## src/pkg/led_boost_pkg.sv

```systemverilog
// Purpose: shared constants, state types and pin bundles for the boost LED controller
// Assumes: 100 MHz mclk, analog comparators deliver logic levels on the sense pins
// Notes: times are kept in ns and turned into cycle counts here
//
// Summary of operation
// - switch-node overvoltage eight cycles: switch off, shutdown
// - overvoltage shutdown holds until enable input held low beyond 2.5ms
// - enable low beyond 2.5ms enters shutdown
// - 200mV reference chopped in step with dimming
// - steady high input regulates full 200mV
// - chopped reference low-pass filtered before use
// - low supply forces shutdown, switch held off
// - thermal alarm turns off, auto release
// - supply good, input high: start soft-start
// - held disabled: no switching, low power
// - amplifier target ramps slowly after enable
// - 1.2MHz cycles, switch off at current threshold
package led_boost_pkg;
    // ==========================================================
    // clock and timing
    // ==========================================================
    localparam int CLK_HZ = 100_000_000; // mclk rate
    localparam int CLK_PERIOD_NS = 10; // mclk period
    localparam int SW_FREQ_HZ = 1_200_000; // nominal switching rate
    localparam int SW_PERIOD_CYC = CLK_HZ / SW_FREQ_HZ; // floor, 83 cycles
    localparam int SW_CNT_W = 7; // holds SW_PERIOD_CYC - 1
    localparam int OVP_CYCLES = 8; // consecutive overvoltage cycles to trip
    localparam int OVP_CNT_W = 4; // holds OVP_CYCLES
    localparam int LOW_SD_NS = 2_500_000; // low time before shutdown
    // least time: round up
    localparam int LOW_SD_CYC = (LOW_SD_NS + CLK_PERIOD_NS - 1) / CLK_PERIOD_NS;
    localparam int LOW_CNT_W = 18; // holds LOW_SD_CYC
    localparam int SOFT_STEP_NS = 5_000; // soft-start step interval
    localparam int SOFT_STEP_CYC = SOFT_STEP_NS / CLK_PERIOD_NS;
    localparam int SOFT_CNT_W = 10; // holds SOFT_STEP_CYC - 1

    // ==========================================================
    // reference and filter
    // ==========================================================
    localparam int REF_W = 8; // reference code width, one lsb = 1 mV
    localparam logic [7:0] REF_FULL_MV = 8'hC8; // 200 mV
    localparam int LPF_TAU_NS = 100_000; // filter time constant
    localparam int LPF_TAU_CYC = LPF_TAU_NS / CLK_PERIOD_NS;
    // shift gives a power-of-two time constant just below the target
    localparam int LPF_SHIFT = 13;
    localparam int ACC_W = REF_W + LPF_SHIFT; // filter accumulator

    // ==========================================================
    // types
    // ==========================================================
    typedef enum logic [1:0] {
        ST_OFF  = 2'b00, // shutdown, no switching
        ST_SOFT = 2'b01, // soft-start ramp
        ST_RUN  = 2'b10, // regulating
        ST_OVP  = 2'b11  // latched overvoltage shutdown
    } mode_t;

    // comparator and pin levels, all asynchronous to mclk
    typedef struct packed {
        logic dim; // dimming/enable control pin
        logic supply_ok; // supply above lockout threshold (hysteresis analog)
        logic hot; // thermal alarm (hysteresis analog)
        logic ovp; // switch_node above switch_overvoltage_threshold
        logic ilim; // inductor current at amplifier threshold
    } sense_t;

    typedef struct packed {
        sense_t sync1; // first synchroniser stage
        sense_t sync2; // second synchroniser stage
        mode_t mode;
        logic [LOW_CNT_W-1:0] low_cnt;
        logic [SW_CNT_W-1:0] sw_cnt;
        logic ovp_seen; // overvoltage seen in current switching cycle
        logic [OVP_CNT_W-1:0] ovp_cnt;
        logic [SOFT_CNT_W-1:0] step_cnt;
        logic [REF_W-1:0] soft_level;
        logic [REF_W-1:0] target;
        logic sw_on;
        logic act;
        logic low_power;
        logic ref_gate;
        logic ovp_off;
    } ctrl_state_t;

    typedef struct packed {
        logic [ACC_W-1:0] acc;
    } lpf_state_t;
endpackage : led_boost_pkg

```

## src/core/ref_lowpass.sv

```systemverilog
// Purpose: first-order low-pass on the chopped reference
// Assumes: gate is a same-clock level
// Notes: output moves at most one code per cycle, so the target never steps while switching
`timescale 1ns/10ps
module ref_lowpass (
    input wire logic mclk,
    input wire logic reset,
    input wire logic gate,
    output logic [led_boost_pkg::REF_W-1:0] level
);
    // ==========================================================
    // state
    // ==========================================================
    led_boost_pkg::lpf_state_t r_reg; // accumulator register
    led_boost_pkg::lpf_state_t r_next;
    localparam int AW = led_boost_pkg::ACC_W;
    localparam int SH = led_boost_pkg::LPF_SHIFT;

    // chopped input: full reference or zero, acc += x - acc/2^SH
    always_comb begin
        logic [AW-1:0] x;
        x = AW'(0);
        if (gate) begin
            x = AW'(led_boost_pkg::REF_FULL_MV);
        end
        r_next = r_reg;
        r_next.acc = r_reg.acc + x - AW'(r_reg.acc[AW-1:SH]);
    end

    // register the whole state
    always_ff @(posedge mclk) begin
        if (reset) begin
            r_reg <= '0;
        end else begin
            r_reg <= r_next;
        end
    end

    assign level = r_reg.acc[AW-1:SH];
endmodule : ref_lowpass

```

## src/core/led_boost_dim_protect_ctrl.sv

```systemverilog
// Purpose: enable, dimming reference, soft-start and protection control of a boost LED driver
// Assumes: sense pins come from analog comparators, asynchronous to mclk
// Notes: reset stands in for the supply lockout power-on reset
`timescale 1ns/10ps
module led_boost_dim_protect_ctrl #(
    parameter int LOW_SD_CYC = led_boost_pkg::LOW_SD_CYC,
    // soft-start step interval; a bench may shorten it to keep runs short
    parameter int SOFT_STEP_CYC = led_boost_pkg::SOFT_STEP_CYC
) (
    input wire logic mclk,
    input wire logic reset,
    input wire led_boost_pkg::sense_t sense_pins,
    output logic power_switch_on,
    output logic switching_active,
    output logic low_power,
    output logic ref_gate,
    output logic [led_boost_pkg::REF_W-1:0] reg_target,
    output logic ovp_shutdown
);
    // ==========================================================
    // constants and state
    // ==========================================================
    localparam int LW = led_boost_pkg::LOW_CNT_W;
    localparam int SWW = led_boost_pkg::SW_CNT_W;
    localparam int OW = led_boost_pkg::OVP_CNT_W;
    localparam int STW = led_boost_pkg::SOFT_CNT_W;
    localparam int RW = led_boost_pkg::REF_W;
    localparam logic [LW-1:0] LOW_LAST = LW'(LOW_SD_CYC);
    localparam logic [SWW-1:0] SW_LAST = SWW'(led_boost_pkg::SW_PERIOD_CYC - 1);
    localparam logic [OW-1:0] OVP_LAST = OW'(led_boost_pkg::OVP_CYCLES - 1);
    localparam logic [STW-1:0] STEP_LAST = STW'(SOFT_STEP_CYC - 1);

    led_boost_pkg::ctrl_state_t r_reg; // all control state
    led_boost_pkg::ctrl_state_t r_next;
    logic [led_boost_pkg::REF_W-1:0] lpf_level; // filtered reference

    // smaller of two codes, used for the target
    function automatic logic [led_boost_pkg::REF_W-1:0] min_code(
        input logic [led_boost_pkg::REF_W-1:0] a,
        input logic [led_boost_pkg::REF_W-1:0] b
    );
        min_code = (a < b) ? a : b;
    endfunction : min_code

    // ==========================================================
    // reference filter
    // ==========================================================
    ref_lowpass u_lpf (
        .mclk(mclk),
        .reset(reset),
        .gate(r_reg.ref_gate),
        .level(lpf_level)
    );

    // ==========================================================
    // next-state logic
    // ==========================================================
    always_comb begin
        led_boost_pkg::sense_t s;
        logic low_expired;
        logic cyc_end;
        logic seen_now;
        logic trip;
        logic run;
        s = r_reg.sync2;
        low_expired = 1'b0;
        cyc_end = 1'b0;
        seen_now = 1'b0;
        trip = 1'b0;
        run = 1'b0;
        r_next = r_reg;
        // synchronisers: stage one is read only by stage two
        r_next.sync1 = sense_pins;
        r_next.sync2 = r_reg.sync1;

        if (s.dim) begin
            r_next.low_cnt = '0;
        end else if (r_reg.low_cnt != LOW_LAST) begin
            r_next.low_cnt = r_reg.low_cnt + LW'(1);
        end
        low_expired = !s.dim && (r_reg.low_cnt == LOW_LAST);

        cyc_end = (r_reg.sw_cnt == SW_LAST);
        r_next.sw_cnt = cyc_end ? '0 : r_reg.sw_cnt + SWW'(1);

        // overvoltage sampled over each whole switching cycle
        seen_now = r_reg.ovp_seen | s.ovp;
        r_next.ovp_seen = cyc_end ? 1'b0 : seen_now;
        trip = cyc_end && seen_now && (r_reg.ovp_cnt == OVP_LAST);
        if (cyc_end) begin
            r_next.ovp_cnt = seen_now ? r_reg.ovp_cnt + OW'(1) : '0;
        end

        // mode machine
        unique case (r_reg.mode)
            led_boost_pkg::ST_OFF: begin
                if (s.dim && s.supply_ok && !s.hot) begin
                    r_next.mode = led_boost_pkg::ST_SOFT;
                end
            end
            led_boost_pkg::ST_SOFT, led_boost_pkg::ST_RUN: begin
                if (!s.supply_ok || s.hot || low_expired) begin
                    r_next.mode = led_boost_pkg::ST_OFF;
                end else if (trip) begin
                    r_next.mode = led_boost_pkg::ST_OVP;
                end else if (r_reg.soft_level == led_boost_pkg::REF_FULL_MV) begin
                    r_next.mode = led_boost_pkg::ST_RUN;
                end
            end
            led_boost_pkg::ST_OVP: begin
                if (low_expired) begin
                    r_next.mode = led_boost_pkg::ST_OFF;
                end
            end
        endcase
        run = (r_next.mode == led_boost_pkg::ST_SOFT) || (r_next.mode == led_boost_pkg::ST_RUN);

        if (!run) begin
            r_next.soft_level = '0;
            r_next.step_cnt = '0;
            r_next.ovp_cnt = '0;
        end else if (r_reg.soft_level != led_boost_pkg::REF_FULL_MV) begin
            r_next.step_cnt = (r_reg.step_cnt == STEP_LAST) ? '0 : r_reg.step_cnt + STW'(1);
            if (r_reg.step_cnt == STEP_LAST) begin
                r_next.soft_level = r_reg.soft_level + RW'(1);
            end
        end

        // on at cycle start, off at current threshold
        r_next.sw_on = run && !s.ilim && (cyc_end || r_reg.sw_on);
        r_next.ref_gate = run && s.dim;
        r_next.target = run ? min_code(lpf_level, r_reg.soft_level) : '0;
        r_next.act = run;
        r_next.low_power = !run;
        r_next.ovp_off = (r_next.mode == led_boost_pkg::ST_OVP);
    end

    // ==========================================================
    // state register
    // ==========================================================
    always_ff @(posedge mclk) begin
        if (reset) begin
            r_reg <= '0;
            r_reg.low_power <= 1'b1;
        end else begin
            r_reg <= r_next;
        end
    end

    assign power_switch_on = r_reg.sw_on;
    assign switching_active = r_reg.act;
    assign low_power = r_reg.low_power;
    assign ref_gate = r_reg.ref_gate;
    assign reg_target = r_reg.target;
    assign ovp_shutdown = r_reg.ovp_off;

    logic ovp_trip_h; // helper: trip condition this cycle
    assign ovp_trip_h = (r_reg.sw_cnt == SW_LAST) && (r_reg.ovp_seen | r_reg.sync2.ovp)
        && (r_reg.ovp_cnt == OVP_LAST) && r_reg.act && r_reg.sync2.supply_ok
        && !r_reg.sync2.hot && (r_reg.sync2.dim || r_reg.low_cnt != LOW_LAST);
endmodule : led_boost_dim_protect_ctrl

```

## config.mk

```make
export PLATFORM = sky130hd
export DESIGN_NAME = led_boost_dim_protect_ctrl
export DESIGN_NICKNAME = d
export VERILOG_FILES = /design/src/pkg/led_boost_pkg.sv /design/src/core/ref_lowpass.sv /design/src/core/led_boost_dim_protect_ctrl.sv
export SDC_FILE = /design/constraint.sdc
export NUM_CORES = 1
export LEC_CHECK = 0
export BUFFER_PORTS_ARGS = -buffer_cell sky130_fd_sc_hd__buf_2
export CAP_MARGIN = 10
export CELL_PAD_IN_SITES_DETAIL_PLACEMENT = 0
export CELL_PAD_IN_SITES_GLOBAL_PLACEMENT = 1
export CORE_ASPECT_RATIO = 0.9
export CORE_MARGIN = 8
export CORE_UTILIZATION = 40
export DETAILED_ROUTE_END_ITERATION = 6
export GPL_TIMING_DRIVEN = 0
export PLACE_DENSITY = 0.77
export SETUP_SLACK_MARGIN = 0.05
export SYNTH_ARGS = -nofsm -noshare
export SYNTH_HDL_FRONTEND = slang
export SYNTH_SLANG_ARGS = --single-unit
```

## constraint.sdc

```tcl
create_clock -name mclk -period 3.6 [get_ports mclk]
set_clock_uncertainty 0.15 [all_clocks]
set_input_delay 0.54 -clock mclk [delete_from_list [all_inputs] [get_ports mclk]]
set_output_delay 0.54 -clock mclk [all_outputs]
set_load 0.1 [all_outputs]
```

Yosys cells after proc, flatten, opt, wreduce, memory -nomap -nowiden
Cells that the tools add are included.
{"block": "totals", "elab_cells": 80, "ff_bits": 94, "input_bits": 7}
{"block": "op_classes", "n_eq_ne": 13, "muxes": 10, "addsub": 7, "n_lt_le_gt_ge": 1, "n_bitwise": 2, "n_reduce_logical": 23}
{"operator": "$add A21 B8 Y21", "n": 1}
{"operator": "$sub A21 B8 Y21", "n": 1}
{"operator": "$add A18 B1 Y18 const B", "n": 1}
{"operator": "$eq A18 B18 Y1 const B", "n": 1}
{"operator": "$ne A18 B18 Y1 const B", "n": 1}
{"operator": "$mux W8", "n": 2}
{"operator": "$add A10 B1 Y10 const B", "n": 1}
{"operator": "$eq A10 B9 Y1 const B", "n": 1}
{"operator": "$mux W10", "n": 1}
{"operator": "$mux W2", "n": 5}
{"operator": "$add A8 B1 Y8 const B", "n": 1}
{"operator": "$eq A2 B2 Y1 const B", "n": 4}
{"operator": "$eq A8 B8 Y1 const B", "n": 1}
{"operator": "$logic_and A1 B1 Y1", "n": 8}
{"operator": "$lt A8 B8 Y1", "n": 1}
{"operator": "$ne A8 B8 Y1 const B", "n": 1}
{"operator": "$reduce_or A2 Y1", "n": 4}
{"operator": "$add A7 B1 Y7 const B", "n": 1}
{"operator": "$eq A7 B7 Y1 const B", "n": 1}
{"operator": "$pmux W2 S3", "n": 1}
{"operator": "$logic_not A1 Y1", "n": 5}
{"operator": "$add A4 B1 Y4 const B", "n": 1}
{"operator": "$eq A2 B1 Y1 const B", "n": 2}
{"operator": "$eq A4 B3 Y1 const B", "n": 1}
{"operator": "other kinds (6)", "n": 9}

Depth between registers and ports, before layout
{"block": "logic_depth", "ltp_word": 10, "mapped_depth": 14, "mapped_depth_nobuf": 13}

Cells and area by module
Synthesis repeated with hierarchy kept, for this count alone.
{"block": "hier_totals", "cells_unflattened": 568, "area_unflattened_um2": 5028.6}
{"mod": "led_boost_dim_protect_ctrl", "seq_area_each_um2": 1461.4, "area_per_inst_um2": 3291.9, "n_inst": 1, "cells_per_inst": 366}
{"mod": "ref_lowpass", "seq_area_each_um2": 420.4, "area_per_inst_um2": 1736.7, "n_inst": 1, "cells_per_inst": 202}

Worst setup path before layout
No wires, ideal clock.
{"block": "synth_timing", "path_type": "register to register", "startpoint": "reg r_reg, in the netlist ref_gate", "endpoint": "reg u_lpf.r_reg[20] in the netlist's numbering", "path_buffers": 0, "period_less_slack_ns": 3.485, "slack_ns": 0.115, "setup_time_ns": 0.069, "arrival_time_ns": 3.266, "stages_incl_launch_ff": 11, "path_cell_list": "dfxtp_1 inv_1 fa_1 inv_1 ha_1 and2_1 nor2b_1 o2111ai_1 a211oi_1 or4_1 o21ai_1"}
{"block": "synth_between", "elab_chain_cells": 3}
{"item": "from (decl)", "line": "led_boost_dim_protect_ctrl.sv:33", "text": "led_boost_pkg::ctrl_state_t r_reg;"}
{"item": "from (signal assigned)", "line": "led_boost_dim_protect_ctrl.sv:146", "text": "r_reg <= r_next;"}
{"item": "$mux W8", "line": "ref_lowpass.sv:23", "text": "if (gate) begin"}
{"item": "$add A21 B8 Y21", "line": "ref_lowpass.sv:27", "text": "r_next.acc = r_reg.acc + x - AW'(r_reg.acc[AW-1:SH]);"}
{"item": "$sub A21 B8 Y21", "line": "ref_lowpass.sv:27"}
{"item": "to (signal assigned)", "line": "ref_lowpass.sv:35", "text": "r_reg <= r_next;"}
{"item": "to (decl)", "line": "ref_lowpass.sv:14", "text": "led_boost_pkg::lpf_state_t r_reg;"}
Every way passes these cells.
A chain may end at the register's enable or synchronous reset.

Worst setup path after layout
Ends and elaborated chain as after synthesis.

==> impl_metrics.env <==
export IMPL_status="finished clean"
export IMPL_synth_area_leaders="dfxtp_1 (38%), ha_1 (11%), nor2_1 (5.7%)"
export IMPL_fp_row_count=38
export IMPL_fin_crit_sh_pct=86.5
export IMPL_worst_path_max_fanout=5
export IMPL_worstPathArrival_ns=3.25
export IMPL_min_from="r_reg[63]"
export IMPL_total_power_mw=4.41
export IMPL_r2r_start="ref_gate"
export IMPL_cp_num_buf_inv=2
export IMPL_via_count=3776
export IMPL_area_growth_syn_to_layout_pct=12.1
export IMPL_synth_area_sq_um=4950
export IMPL_wl_met1_microns=5010
export IMPL_grt_pass1_vias=3656
export IMPL_synth_most_common_cell="dfxtp_1"
export IMPL_cts_tree="done"
export IMPL_n_antenna_cell=0
export IMPL_yosys_cell_types_count=56
export IMPL_pin_count=20
export IMPL_nets=645
export IMPL_cts_reportedPaths_clkPinSlew_ns=0.07
export IMPL_top_layer_used="met4"
export IMPL_place_gp_congestion=0.815
export IMPL_wl_met3_microns=350
export IMPL_grt_overflow=0
export IMPL_dp_hpwl_microns=7430
export IMPL_grt_total_usage_pct=13.1
export IMPL_report_final_slew_viol_count=0
export IMPL_cts_buffers=9
export IMPL_slowest_delay_ns=0.54
export IMPL_drc_errors=0
export IMPL_final_min_clock_period_ns=3.11
export IMPL_path_common_cell="inv_1"
export IMPL_ctsResizeCount=0
export IMPL_p_leak_nw=2.24
export IMPL_post_route_util_pct=45.9
export IMPL_cts_buffer_depth=2
export IMPL_synth_commonest_cells="dfxtp_1 (94), nor2_1 (75), ha_1 (42)"
export IMPL_path_cells="inv_1 -> fa_1 -> inv_1 -> ha_1 -> and2_1 -> nor2b_1 -> o2111ai_1 -> a211oi_1 -> or4_1 -> o21ai_1"
export IMPL_cp_end_kind="flip-flop"
export IMPL_worstSetupStartpoint="ref_gate"
export IMPL_yosys_warnings=0
export IMPL_ir_drop_uv=629
export IMPL_max_freq_ghz=0.321
export IMPL_post_cts_buffers=0
export IMPL_drv_cap=0
export IMPL_worstSkewPairLatency_ns=0.35
export IMPL_rsz0062_at_grt="false"
export IMPL_fillers=1184
export IMPL_grt_start_max_net_pins=16
export IMPL_ant_nets=0
export IMPL_yosysTopAreaCell="dfxtp_1"
export IMPL_vias_per_cell=4.99
export IMPL_finalHoldViolations=0
export IMPL_cts_hold_buf=0
export IMPL_worst_path_max_delay_cell="fa_1"
export IMPL_firstDrtPassIters=4
export IMPL_h_tree_depth=3
export IMPL_die_x_microns=133
export IMPL_antenna_found_initial=0
export IMPL_avgSynthCellArea_sq_um=8.81
export IMPL_critPathLaunchType="flip-flop"
export IMPL_largest_reg_flops=55
export IMPL_io_buffers=19
export IMPL_critical_path_class="flip-flop to flip-flop"
export IMPL_wl_met2_microns=4520
export IMPL_grt_pass1_wl_microns=17200
export IMPL_powerDensity_nw_per_um2=794
export IMPL_setup_tns_ns=0
export IMPL_relSlewSlack_pct=57.3
export IMPL_setup_viol=0
export IMPL_worst_ep_required_time_ns=3.73
export IMPL_drtIter0Drc=171
export IMPL_initial_core_util_pct=41.0
export IMPL_synthCells=562
export IMPL_fp_dieH_microns=122
export IMPL_hold_path_class="flip-flop to flip-flop"
export IMPL_ys_seq_area_share_pct=38.0
export IMPL_dieArea_sq_um=16200
export IMPL_synth_top_cell_area_share_pct=38.0
export IMPL_core_sq_um=12100
export IMPL_tightest_slew_ns=0.637
export IMPL_cts_sinks=94
export IMPL_synth_nets=615
export IMPL_synth_edff_count=0
export IMPL_synth_seq_cells=94
export IMPL_cts_root_buffer="clkbuf_16"
export IMPL_drive_gt1_share_pct=10.4
export IMPL_drt_total_wl_microns=10000
export IMPL_crit_family="adder cells"
export IMPL_async_flop_share_pct=0
export IMPL_ys_flop_type="dfxtp_1"
export IMPL_routedWlPerCell_microns=13.2
## logic make-up after synthesis
group                    synth area share, %
flip-flops                              38.0
AO/OA/AOI/OAI                           10.9
multiplexers                            2.22
adder cells (fa/ha/maj)                 12.2
XOR/XNOR                                7.96
buffers and inverters                   5.53
AND/OR/NAND/NOR                         23.1
## layer usage
| layer | track usage (%) | up-vias |
|---|---|---|
| met4 | 4.34 | 0 |
| met2 | 21.0 | 30 |
| met1 | 16.2 | 1762 |
| met5 | 0 | - |
| met3 | 4.49 | 10 |
| li1 | - | 1974 |
## placed cells by master (no fill, tap or decap), types with 9 or more instances in the layout
cell       netlist  routed
inv_1           40      40
buf_2            3      22
xnor2_1         20      20
nand3_1         25      25
mux2i_1         11      11
clkbuf_16        0       9
a21o_1          10      10
nor2b_1         16      16
nor2_1          75      75
buf_4            9       9
ha_1            42      42
xor2_1          25      25
nand2_1         34      34
dfxtp_1         94      94
nand4_1         10      10
a21oi_1         32      32
clkbuf_1         8      10
nor3_1           9       9
o21ai_0         10      10
## per-stage QoR
stage	cell area (sq um)	worst slack [ns]	cells	hold slack [ns]
after detailed placement	5250	0.473	741	0.236
after global routing	5550	0.189	757	0.239
final	5550	0.486	757	0.243
after floorplan	4950	0.115	562	0.220
after global placement	5250	0.501	741	0.225
after CTS	5550	0.432	757	0.237
## final cells by class
type                    instances  area, sq um  share of cell area [%]
repair buffers                 19         95.1                    1.71
plain buffers                  21          124                    2.23
multi-input cells             407         2800                    50.4
flip-flops and latches         94         1880                    33.9
inverters                      40          150                    2.71
clock buffers                  12          246                    4.44
clock inverters                 4         55.1                   0.992
well taps                     160          200                    3.61
## where the power goes
group          internal, mW  switching [mW]  leakage, nW
combinational         0.946            1.22         1.33
clock                 0.562           0.403        0.143
sequential             1.18          0.0944        0.767
## final timing paths
path | to | slack, ns | cells past startpoint
worst max register to register | u_lpf.r_reg[20] | 0.49 | 10
worst max-delay path | u_lpf.r_reg[20] | 0.49 | 10
worst min register to register | power_switch_on | 0.24 | 1
worst min-delay path | power_switch_on | 0.24 | 1
Power figures use the tool's default switching activity.
